## config.mk

```make
export PLATFORM = sky130hd
export DESIGN_NAME = serial_lane_config_regs
export DESIGN_NICKNAME = d
export VERILOG_FILES = /design/src/hdl/serial_lane_config_pkg.sv /design/src/hdl/serial_lane_config_regs.sv
export SDC_FILE = /design/constraint.sdc
export NUM_CORES = 1
export LEC_CHECK = 0
export BUFFER_PORTS_ARGS = -buffer_cell sky130_fd_sc_hd__buf_4
export CAP_MARGIN = 10
export CORE_UTILIZATION = 30
export CTS_CLUSTER_SIZE = 8
export DETAILED_ROUTE_END_ITERATION = 8
export REMOVE_ABC_BUFFERS = 1
export SLEW_MARGIN = 10
export SYNTH_ARGS = -nofsm -noshare
export SYNTH_HDL_FRONTEND = slang
export SYNTH_SLANG_ARGS = --single-unit
```

## constraint.sdc

```tcl
create_clock -name i_clk -period 15.78 [get_ports i_clk]
set_input_delay 3.156 -clock i_clk [delete_from_list [all_inputs] [get_ports i_clk]]
set_output_delay 3.156 -clock i_clk [all_outputs]
set_load 0.02 [all_outputs]
```

## src/hdl/serial_lane_config_pkg.sv

```systemverilog
// Purpose: constants for the serial lane configuration register bank
// Assumes: 8-bit register addresses and 8-bit data on the serial control port
// Notes: open bits read as zero
package serial_lane_config_pkg;
  localparam int ADDR_W = 8;
  localparam int DATA_W = 8;
  localparam int NUM_LANES = 4;
  localparam int MAP_W = 3;
  localparam int OFFSET_W = 5;

  localparam logic [7:0] ADDR_LANE1_CHECKSUM = 8'h79;
  localparam logic [7:0] ADDR_LANE2_CHECKSUM = 8'h7a;
  localparam logic [7:0] ADDR_LANE3_CHECKSUM = 8'h7b;
  localparam logic [7:0] ADDR_LANE_POWER_OFF = 8'h80;
  localparam logic [7:0] ADDR_LANE_MAP_LOW = 8'h82;
  localparam logic [7:0] ADDR_LANE_MAP_HIGH = 8'h83;
  localparam logic [7:0] ADDR_LANE_POLARITY = 8'h86;
  localparam logic [7:0] ADDR_MF_PHASE_OFFSET = 8'h8b;

  localparam logic [3:0] RST_LANE_POWER_OFF = 4'h0;
  localparam logic [7:0] RST_LANE_MAP_LOW = 8'h10;
  localparam logic [7:0] RST_LANE_MAP_HIGH = 8'h32;
  localparam logic [3:0] RST_LANE_POLARITY = 4'h0;
  localparam logic [4:0] RST_MF_PHASE_OFFSET = 5'h00;

  // field positions inside the assignment bytes
  localparam int MAP_LO_FIELD_LSB = 0;
  localparam int MAP_HI_FIELD_LSB = 4;

  // default multiframe length in device clock cycles
  localparam int MF_PERIOD_CYCLES = 32;
endpackage

```

## src/hdl/serial_lane_config_regs.sv

```systemverilog
// Purpose: register bank for lane checksums, lane power-off, lane mapping, polarity and multiframe phase offset
// Assumes: register strobes come already decoded from the serial control port, synchronous to i_clk
// Notes: checksums are the modulo-256 sum of the link parameter fields each lane sends

// Behaviour
// RULE1: lanes 1 to 3 each have a read-only checksum byte and writes to those bytes do nothing.
// RULE2: the power-off byte holds one disable bit per physical lane in bits 3:0, lane 0 at bit 0, all clear at reset.
// RULE3: a set disable bit powers down that lane's serializer and output driver.
// RULE4: each physical lane has a three-bit field choosing logical lane 0 to 3 by codes 000 to 011.
// RULE5: fields sit in bits 6:4 and 2:0 of two bytes, higher lane upper, resetting to 0x10 and 0x32.
// RULE6: the polarity byte holds one invert bit per physical lane in bits 3:0, all clear at reset.
// RULE7: a five-bit phase offset, zero at reset, is loaded into the multiframe clock when SYSREF realigns it.
// RULE8: each lane checksum is the sum of the link parameters that lane sends and follows them when they change.
module serial_lane_config_regs
  import serial_lane_config_pkg::*;
#(
  parameter int MF_PERIOD = MF_PERIOD_CYCLES
) (
  // clock and reset
  input wire logic i_clk,
  input wire logic i_rst,
  // register port
  input wire logic [ADDR_W-1:0] i_reg_addr,
  input wire logic i_reg_wr,
  input wire logic i_reg_rd,
  input wire logic [DATA_W-1:0] i_reg_wdata,
  output logic [DATA_W-1:0] o_reg_rdata,
  // link parameters shared by all lanes
  input wire logic [7:0] i_device_id,
  input wire logic [3:0] i_bank_id,
  input wire logic i_scramble,
  input wire logic [4:0] i_lanes_m1,
  input wire logic [7:0] i_octets_m1,
  input wire logic [4:0] i_frames_m1,
  input wire logic [7:0] i_converters_m1,
  input wire logic [1:0] i_control_bits,
  input wire logic [4:0] i_resolution_m1,
  input wire logic [2:0] i_subclass,
  input wire logic [4:0] i_total_bits_m1,
  input wire logic [2:0] i_version,
  input wire logic [4:0] i_samples_m1,
  input wire logic i_high_density,
  input wire logic [4:0] i_control_words,
  // per-lane identifiers
  input wire logic [4:0] i_lane1_id,
  input wire logic [4:0] i_lane2_id,
  input wire logic [4:0] i_lane3_id,
  // multiframe alignment
  input wire logic i_sysref,
  output logic o_mf_boundary,
  // lane controls
  output logic [NUM_LANES-1:0] o_lane_power_down,
  output logic [NUM_LANES-1:0] o_lane_invert,
  output logic [MAP_W-1:0] o_lane0_map,
  output logic [MAP_W-1:0] o_lane1_map,
  output logic [MAP_W-1:0] o_lane2_map,
  output logic [MAP_W-1:0] o_lane3_map
);

  localparam int MF_CNT_W = $clog2(MF_PERIOD);
  localparam logic [MF_CNT_W-1:0] MF_LAST = MF_CNT_W'(MF_PERIOD - 1);

  logic [7:0] chk1_reg;
  logic [7:0] chk2_reg;
  logic [7:0] chk3_reg;
  logic [NUM_LANES-1:0] power_off_reg;
  logic [7:0] map_low_reg;
  logic [7:0] map_high_reg;
  logic [NUM_LANES-1:0] polarity_reg;
  logic [OFFSET_W-1:0] phase_offset_reg;
  logic [DATA_W-1:0] rdata_reg;
  logic [MF_CNT_W-1:0] mf_cnt_reg;
  logic [MF_CNT_W-1:0] mf_cnt_next;
  logic sysref_d_reg;
  logic mf_boundary_reg;

  // common part of the checksum, summed at 10 bits so no carry is lost before the final cut
  wire logic [9:0] common_sum;
  wire logic [7:0] chk1_next;
  wire logic [7:0] chk2_next;
  wire logic [7:0] chk3_next;

  assign common_sum = 10'(i_device_id) + 10'(i_bank_id) + 10'(i_scramble) + 10'(i_lanes_m1)
                    + 10'(i_octets_m1) + 10'(i_frames_m1) + 10'(i_converters_m1) + 10'(i_control_bits)
                    + 10'(i_resolution_m1) + 10'(i_subclass) + 10'(i_total_bits_m1) + 10'(i_version)
                    + 10'(i_samples_m1) + 10'(i_high_density) + 10'(i_control_words);
  assign chk1_next = 8'(common_sum + 10'(i_lane1_id)); // RULE8
  assign chk2_next = 8'(common_sum + 10'(i_lane2_id)); // RULE8
  assign chk3_next = 8'(common_sum + 10'(i_lane3_id)); // RULE8

  // one select line per mapped byte, used by the read path and, for the writable bytes, by the write path
  wire logic sel_chk1;
  wire logic sel_chk2;
  wire logic sel_chk3;
  wire logic sel_power_off;
  wire logic sel_map_low;
  wire logic sel_map_high;
  wire logic sel_polarity;
  wire logic sel_phase_offset;

  assign sel_chk1 = (i_reg_addr == ADDR_LANE1_CHECKSUM);
  assign sel_chk2 = (i_reg_addr == ADDR_LANE2_CHECKSUM);
  assign sel_chk3 = (i_reg_addr == ADDR_LANE3_CHECKSUM);
  assign sel_power_off = (i_reg_addr == ADDR_LANE_POWER_OFF);
  assign sel_map_low = (i_reg_addr == ADDR_LANE_MAP_LOW);
  assign sel_map_high = (i_reg_addr == ADDR_LANE_MAP_HIGH);
  assign sel_polarity = (i_reg_addr == ADDR_LANE_POLARITY);
  assign sel_phase_offset = (i_reg_addr == ADDR_MF_PHASE_OFFSET);

  // register decode
  wire logic wr_power_off;
  wire logic wr_map_low;
  wire logic wr_map_high;
  wire logic wr_polarity;
  wire logic wr_phase_offset;
  wire logic [DATA_W-1:0] rdata_next;

  assign wr_power_off = i_reg_wr && sel_power_off;
  assign wr_map_low = i_reg_wr && sel_map_low;
  assign wr_map_high = i_reg_wr && sel_map_high;
  assign wr_polarity = i_reg_wr && sel_polarity;
  assign wr_phase_offset = i_reg_wr && sel_phase_offset;

  // open bits and unmapped addresses read as zero
  assign rdata_next = sel_chk1 ? chk1_reg :
                      sel_chk2 ? chk2_reg :
                      sel_chk3 ? chk3_reg :
                      sel_power_off ? {4'h0, power_off_reg} :
                      sel_map_low ? (map_low_reg & 8'h77) :
                      sel_map_high ? (map_high_reg & 8'h77) :
                      sel_polarity ? {4'h0, polarity_reg} :
                      sel_phase_offset ? {3'h0, phase_offset_reg} : 8'h00;

  // checksum bytes have no write path at all
  always_ff @(posedge i_clk) begin
    chk1_reg <= chk1_next; // RULE1 RULE8
    chk2_reg <= chk2_next; // RULE1 RULE8
    chk3_reg <= chk3_next; // RULE1 RULE8
  end

  always_ff @(posedge i_clk) begin
    if (i_rst) begin
      power_off_reg <= RST_LANE_POWER_OFF; // RULE2
      map_low_reg <= RST_LANE_MAP_LOW; // RULE5
      map_high_reg <= RST_LANE_MAP_HIGH; // RULE5
      polarity_reg <= RST_LANE_POLARITY; // RULE6
      phase_offset_reg <= RST_MF_PHASE_OFFSET; // RULE7
      rdata_reg <= 8'h00;
    end else begin
      if (wr_power_off) power_off_reg <= i_reg_wdata[NUM_LANES-1:0]; // RULE2
      if (wr_map_low) map_low_reg <= i_reg_wdata & 8'h77; // RULE5
      if (wr_map_high) map_high_reg <= i_reg_wdata & 8'h77; // RULE5
      if (wr_polarity) polarity_reg <= i_reg_wdata[NUM_LANES-1:0]; // RULE6
      if (wr_phase_offset) phase_offset_reg <= i_reg_wdata[OFFSET_W-1:0]; // RULE7
      if (i_reg_rd) rdata_reg <= rdata_next; // RULE1
    end
  end

  // multiframe phase: a sysref rising edge restarts the phase at the programmed offset
  wire logic sysref_rise;
  assign sysref_rise = i_sysref && !sysref_d_reg;
  // offsets beyond the multiframe length wrap rather than stall the counter
  assign mf_cnt_next = sysref_rise ? MF_CNT_W'(32'(phase_offset_reg) % MF_PERIOD) :
                       (mf_cnt_reg == MF_LAST) ? '0 : MF_CNT_W'(mf_cnt_reg + 1'b1);

  always_ff @(posedge i_clk) begin
    if (i_rst) begin
      sysref_d_reg <= 1'b0;
      mf_cnt_reg <= '0;
      mf_boundary_reg <= 1'b0;
    end else begin
      sysref_d_reg <= i_sysref;
      mf_cnt_reg <= mf_cnt_next; // RULE7
      mf_boundary_reg <= (mf_cnt_next == MF_LAST);
    end
  end

  assign o_reg_rdata = rdata_reg;
  assign o_mf_boundary = mf_boundary_reg;
  assign o_lane_power_down = power_off_reg; // RULE3
  assign o_lane_invert = polarity_reg; // RULE6
  assign o_lane0_map = map_low_reg[MAP_LO_FIELD_LSB +: MAP_W]; // RULE4
  assign o_lane1_map = map_low_reg[MAP_HI_FIELD_LSB +: MAP_W]; // RULE4
  assign o_lane2_map = map_high_reg[MAP_LO_FIELD_LSB +: MAP_W]; // RULE4
  assign o_lane3_map = map_high_reg[MAP_HI_FIELD_LSB +: MAP_W]; // RULE4
endmodule

```

# Word level (Yosys, flattened, before mapping)
# Index checks and enable logic that the tools add are counted.
totals:
  out_inout_bits: 29
  input_bits: 104
  regBits: 64
classes:
  reduce_logical: 7
  eq_ne: 10
  mux: 10
  n_addsub: 18
ops:
  columns: ["op", "n"]
  rows:
  - ["adder 8 x 5 -> 8 bit", 9]
  - ["equality test 8 bit (second input constant)", 5]
  - ["equality test 8 x 7 -> 1 bit (second input constant)", 3]
  - ["2-to-1 mux 8 bit", 3]
  - ["2-to-1 mux 7 bit", 3]
  - ["2-to-1 mux 5 bit", 4]
  - ["adder 8 x 1 -> 8 bit", 2]
  - ["adder 8 x 3 -> 8 bit", 2]
  - ["adder 8 bit", 2]
  - ["equality test 5 bit (second input constant)", 2]
  - ["adder 8 x 2 -> 8 bit", 1]
  - ["adder 8 x 4 -> 8 bit", 1]
  - ["logical AND 1 bit", 6]
  - ["adder 5 x 1 -> 5 bit (second input constant)", 1]
  - ["logical NOT 1 bit", 1]

# Logic depth before layout (Yosys ltp)
logic_depth:
  depth_word: 15
  depth_mapped: 18
  ltp_nobuf: 18

# Worst setup path before layout
# OpenSTA, ideal clock, no wires.
synth_path:
  path_type: "input -> register"
  from: "in i_device_id[2]"
  to: "reg chk1_reg[7]"
  setup_time_ps: 130
  arrival_time_ps: 7458
  stages: 15
  path_buffers: 0
  path_slack_ps: 8192
  path_cell_list: "inv_1 -> fa_1 -> inv_1 -> fa_1 -> fa_1 -> fa_1 -> fa_1 -> ha_1 -> fa_1 -> xor2_1 -> ha_1 -> nand2_1 -> o21ai_0 -> nand3_1 -> xnor2_1"
synth_via:
  elab_chain_len: 15
synth_lines:
  columns: ["item", "line", "text"]
  rows:
  - ["start: declaration", "serial_lane_config_regs.sv:29", "input wire logic [7:0] i_device_id,"]
  - ["adder 8 x 4 -> 8 bit", "serial_lane_config_regs.sv:83", "assign common_sum = 10'(i_device_id) + 10'(i_bank_id) + 10'(i_scramble) + 10'(i_lanes_m1)"]
  - ["adder 8 x 1 -> 8 bit", "serial_lane_config_regs.sv:83", null]
  - ["adder 8 x 5 -> 8 bit", "serial_lane_config_regs.sv:83", null]
  - ["adder 8 bit", "serial_lane_config_regs.sv:84", "+ 10'(i_octets_m1) + 10'(i_frames_m1) + 10'(i_converters_m1) + 10'(i_control_bits)"]
  - ["adder 8 x 5 -> 8 bit", "serial_lane_config_regs.sv:84", null]
  - ["adder 8 bit", "serial_lane_config_regs.sv:84", null]
  - ["adder 8 x 2 -> 8 bit", "serial_lane_config_regs.sv:84", null]
  - ["adder 8 x 5 -> 8 bit", "serial_lane_config_regs.sv:85", "+ 10'(i_resolution_m1) + 10'(i_subclass) + 10'(i_total_bits_m1) + 10'(i_version)"]
  - ["adder 8 x 3 -> 8 bit", "serial_lane_config_regs.sv:85", null]
  - ["adder 8 x 5 -> 8 bit", "serial_lane_config_regs.sv:85", null]
  - ["adder 8 x 3 -> 8 bit", "serial_lane_config_regs.sv:85", null]
  - ["adder 8 x 5 -> 8 bit", "serial_lane_config_regs.sv:86", "+ 10'(i_samples_m1) + 10'(i_high_density) + 10'(i_control_words);"]
  - ["adder 8 x 1 -> 8 bit", "serial_lane_config_regs.sv:86", null]
  - ["adder 8 x 5 -> 8 bit", "serial_lane_config_regs.sv:86", null]
  - ["adder 8 x 5 -> 8 bit", "serial_lane_config_regs.sv:87", "assign chk1_next = 8'(common_sum + 10'(i_lane1_id));"]
  - ["via chk1_next[7]", "serial_lane_config_regs.sv:79", "wire logic [7:0] chk1_next;"]
  - ["end signal: assignment", "serial_lane_config_regs.sv:136", "chk1_reg <= chk1_next;"]
  - ["end: declaration", "serial_lane_config_regs.sv:63", "logic [7:0] chk1_reg;"]
# The timed path passes the listed nets, and every way through them passes these cells.
# A chain may end at the register's enable or synchronous reset.

# Worst setup path in the final report
layout_path:
  from: "in i_device_id[2]"
  to: "reg chk2_reg[7]"
layout_via:
  elab_chain_len: 15
layout_lines:
  columns: ["item", "line", "text"]
  rows:
  - ["adder 8 x 4 -> 8 bit", "serial_lane_config_regs.sv:83", null]
  - ["adder 8 x 1 -> 8 bit", "serial_lane_config_regs.sv:83", null]
  - ["adder 8 x 5 -> 8 bit", "serial_lane_config_regs.sv:83", null]
  - ["adder 8 bit", "serial_lane_config_regs.sv:84", null]
  - ["adder 8 x 5 -> 8 bit", "serial_lane_config_regs.sv:84", null]
  - ["adder 8 bit", "serial_lane_config_regs.sv:84", null]
  - ["adder 8 x 2 -> 8 bit", "serial_lane_config_regs.sv:84", null]
  - ["adder 8 x 5 -> 8 bit", "serial_lane_config_regs.sv:85", null]
  - ["adder 8 x 3 -> 8 bit", "serial_lane_config_regs.sv:85", null]
  - ["adder 8 x 5 -> 8 bit", "serial_lane_config_regs.sv:85", null]
  - ["adder 8 x 3 -> 8 bit", "serial_lane_config_regs.sv:85", null]
  - ["adder 8 x 5 -> 8 bit", "serial_lane_config_regs.sv:86", null]
  - ["adder 8 x 1 -> 8 bit", "serial_lane_config_regs.sv:86", null]
  - ["adder 8 x 5 -> 8 bit", "serial_lane_config_regs.sv:86", null]
  - ["adder 8 x 5 -> 8 bit", "serial_lane_config_regs.sv:88", "assign chk2_next = 8'(common_sum + 10'(i_lane2_id));"]
  - ["via chk2_next[7]", "serial_lane_config_regs.sv:80", "wire logic [7:0] chk2_next;"]
  - ["end signal: assignment", "serial_lane_config_regs.sv:137", "chk2_reg <= chk2_next;"]
  - ["end: declaration", "serial_lane_config_regs.sv:64", "logic [7:0] chk2_reg;"]
# The timed path passes the listed nets, and every way through them passes these cells.

==> impl_results.md <==
* DP HPWL at 9.19 mm
* Number of global-route vias before repair at 4002
* Area taken by multi-input logic gates at 3110 um2
* Final-layout fill cell count at 1497
* Die H at 127 um
* Setup Skew at 0.00457 ns
* Critical path's top delay family: adder cells
* Worst R2R Path Depth at 6
* Worst-path clk slew at 0.05 ns
* Synthesis-stage register bit count at 64
* Status: finished clean
* Drt wl/cell at 13.3 um
* Final GP Congestion at 0.823
* Worst path bufs/invs at 3
* Initial antenna violation count at 0
* Clk root buf: clkbuf_16
* Number of DRC markers in iteration 0 at 184
* End of the worst register-to-register path: o_mf_boundary
* Drt pass-1 iters at 5
* Tot GR Track Use at 14.1%
* Synth Flop Type: dfxtp_1
* Total die area at 16200 um2
* RSZ-0062 raised after global routing: no
* CTS tree: done
* Yosys Warn Count at 0
* Max Clk Rate at 0.131 GHz
* WL final at 11.0 mm
* Hold WS at 0.485 ns
* Core area at 15300 um2
* Pin slew with the least headroom to its limit at 0.784 ns
* Clk_lat worst skew at 0.32 ns
* CTS buffer count at 9
* Slew headroom at 47.4%
* Post-synthesis cell area at 4700 um2
* Arrival @ worst endpoint at 7.81 ns
* Startpoint Class: input pin
* Chip Width at 127 um
* Critical Path Start: i_device_id[2]
* Fin cells at 828
* Antenna Cells at 0
* DRC viols at 0
* Share of cells above drive strength 1 at 25.1%
* Row cnt at 45
* Post-Syn Instances at 488
* Pin count of the biggest net entering global routing at 41
* Post_cts resized at 0
* Reg2reg start: mf_cnt_reg[0]
* Finished Core Util at 40.4%
* MaxCap Viol Count at 0
* Final nets at 800
* CTS Sinks at 64
* Area Growth Syn to Fin at 31.0%
* Antenna viol nets, final at 0
* Setup TNS at 0 ns
* Average size of a mapped cell at 9.64 um2
* Period minus WS final at 7.61 ns
* IO Pins at 133
* DR vias/cell at 4.68
* H-tree levels at 3
* Post-synthesis sequential area ratio at 27.2%
* Cell mode on critical path: fa_1
* Initial Util at 30.8%
* Library cells used by synthesis at 48
* Worst Path Max Fanout at 4
* CP required at 15.98 ns
* Worst path depth at 16
* CP endpoint kind: register
* Final hold violation count at 0
* Slew Viols, Final at 0
* Min-delay worst type: register to register
* Setup CP Type: input pin to register
* Post-synth EDFFs at 0
* Worst hold stages at 2
* Port bufs at 131
* Period utilization at 48.2%
* Placed Cells at 813
* CP endpoint: chk2_reg[7]
* DR vias at 3875
* CP cell instances: buf_4, inv_1, fa_1, inv_1, fa_1, fa_1, fa_1, fa_1, ha_1, fa_1, xor2_1, ha_1, nand2_1, o21ai_0, nand3_1, xnor2_1
* First-pass GRT wire length at 18.2 mm
* Slowest stage cell, crit path: fa_1
* Asr flop ratio synth at 0%
* Setup Buffers After CTS at 0
* Setup-failing EPs final at 0
* Clk buf depth at 2
* Register Area at 1280 um2
* Cts hold-fix bufs at 0
* Overflow after GRT at 0
* R2r setup slk at 14.06 ns
* Slowest stage delay, CP at 0.53 ns
## per-stage QoR
step	instance area, um2	setup slack (ns)
2_1_floorplan	4630	8.19
3_3_place_gp	5890	7.81
3_5_place_dp	5890	7.78
4_1_cts	6160	8.10
5_1_grt	6160	7.89
6_report	6160	8.17
## area by class of cell
class / count / area share [%]
multi-input combinational: 342 / 50.5
sequential: 64 / 20.8
timing repair buffer: 132 / 16.1
tap: 211 / 4.28
clock buffer: 12 / 4.16
inverter: 64 / 3.90
clock inverter: 3 / 0.284
## cells in the mapped netlist (14+ instances only)
cell | count | share of area (%)
dfxtp_1 | 64 | 27
xnor2_1 | 22 | 4.1
o21ai_0 | 14 | 1.5
inv_1 | 64 | 5.1
nor2b_1 | 15 | 2.0
ha_1 | 30 | 8.0
mux2i_1 | 17 | 3.6
nand3_1 | 23 | 2.4
fa_1 | 53 | 23
a21oi_1 | 33 | 3.5
clkbuf_1 | 15 | 1.2
nor2_1 | 29 | 2.3
nand2_1 | 21 | 1.7
## logic make-up after synthesis
family          share of synthesized area, %
buf+inv                                 6.60
simple gates                            13.9
flops                                   27.2
compound gates                          12.1
xor+xnor                                5.77
fa+ha+maj                               30.5
mux                                     3.86
## placed cells by master (no fill, tap or decap), types with 2 or more instances in the layout
master	count
a211oi_1	3
a21o_1	11
a21oi_1	33
a221oi_1	3
a22oi_1	7
a31oi_1	4
buf_4	132
clkbuf_16	9
clkbuf_8	2
clkinv_2	2
dfxtp_1	64
fa_1	53
ha_1	30
inv_1	64
mux2i_1	17
nand2_1	21
nand3_1	23
nand3b_1	4
nand4_1	4
nand4b_1	2
nor2_1	29
nor2b_1	15
nor3_1	4
nor4_4	2
nor4b_1	3
o21ai_0	14
o22ai_1	6
o311ai_0	2
or3b_2	3
xnor2_1	22
xor2_1	9
## routing by layer
layer	GRT usage [%]	vias to the layer above	routed length, um
met5	0	-	0
met4	4.83	0	230
met2	25.7	91	5830
met3	2.97	20	416
li1	-	1890	-
met1	16.3	1874	4540
## how the worst min path moves through the flow
stage	slack, ns	end	startpoint
floorplan	0.47	o_reg_rdata[3]	chk1_reg[3]
global placement	0.47	map_high_reg[0]	map_high_reg[0]
detailed placement	0.48	map_high_reg[0]	map_high_reg[0]
CTS	0.49	map_high_reg[0]	map_high_reg[0]
global route	0.51	o_lane_power_down[3]	o_lane_power_down[3]
finish	0.49	map_high_reg[0]	map_high_reg[0]
## worst reg2reg max path, stage by stage (launching register included)
cell and delay (ns):
dfxtp_1 0.33, ha_1 0.23, and3_1 0.19, ha_1 0.19, nor3_1 0.24, a32oi_1 0.09, nor4b_1 0.33
Power is left out: the tool's default activity adds up to more than one toggle a clock period on the data nets, which glitch-free logic cannot reach.
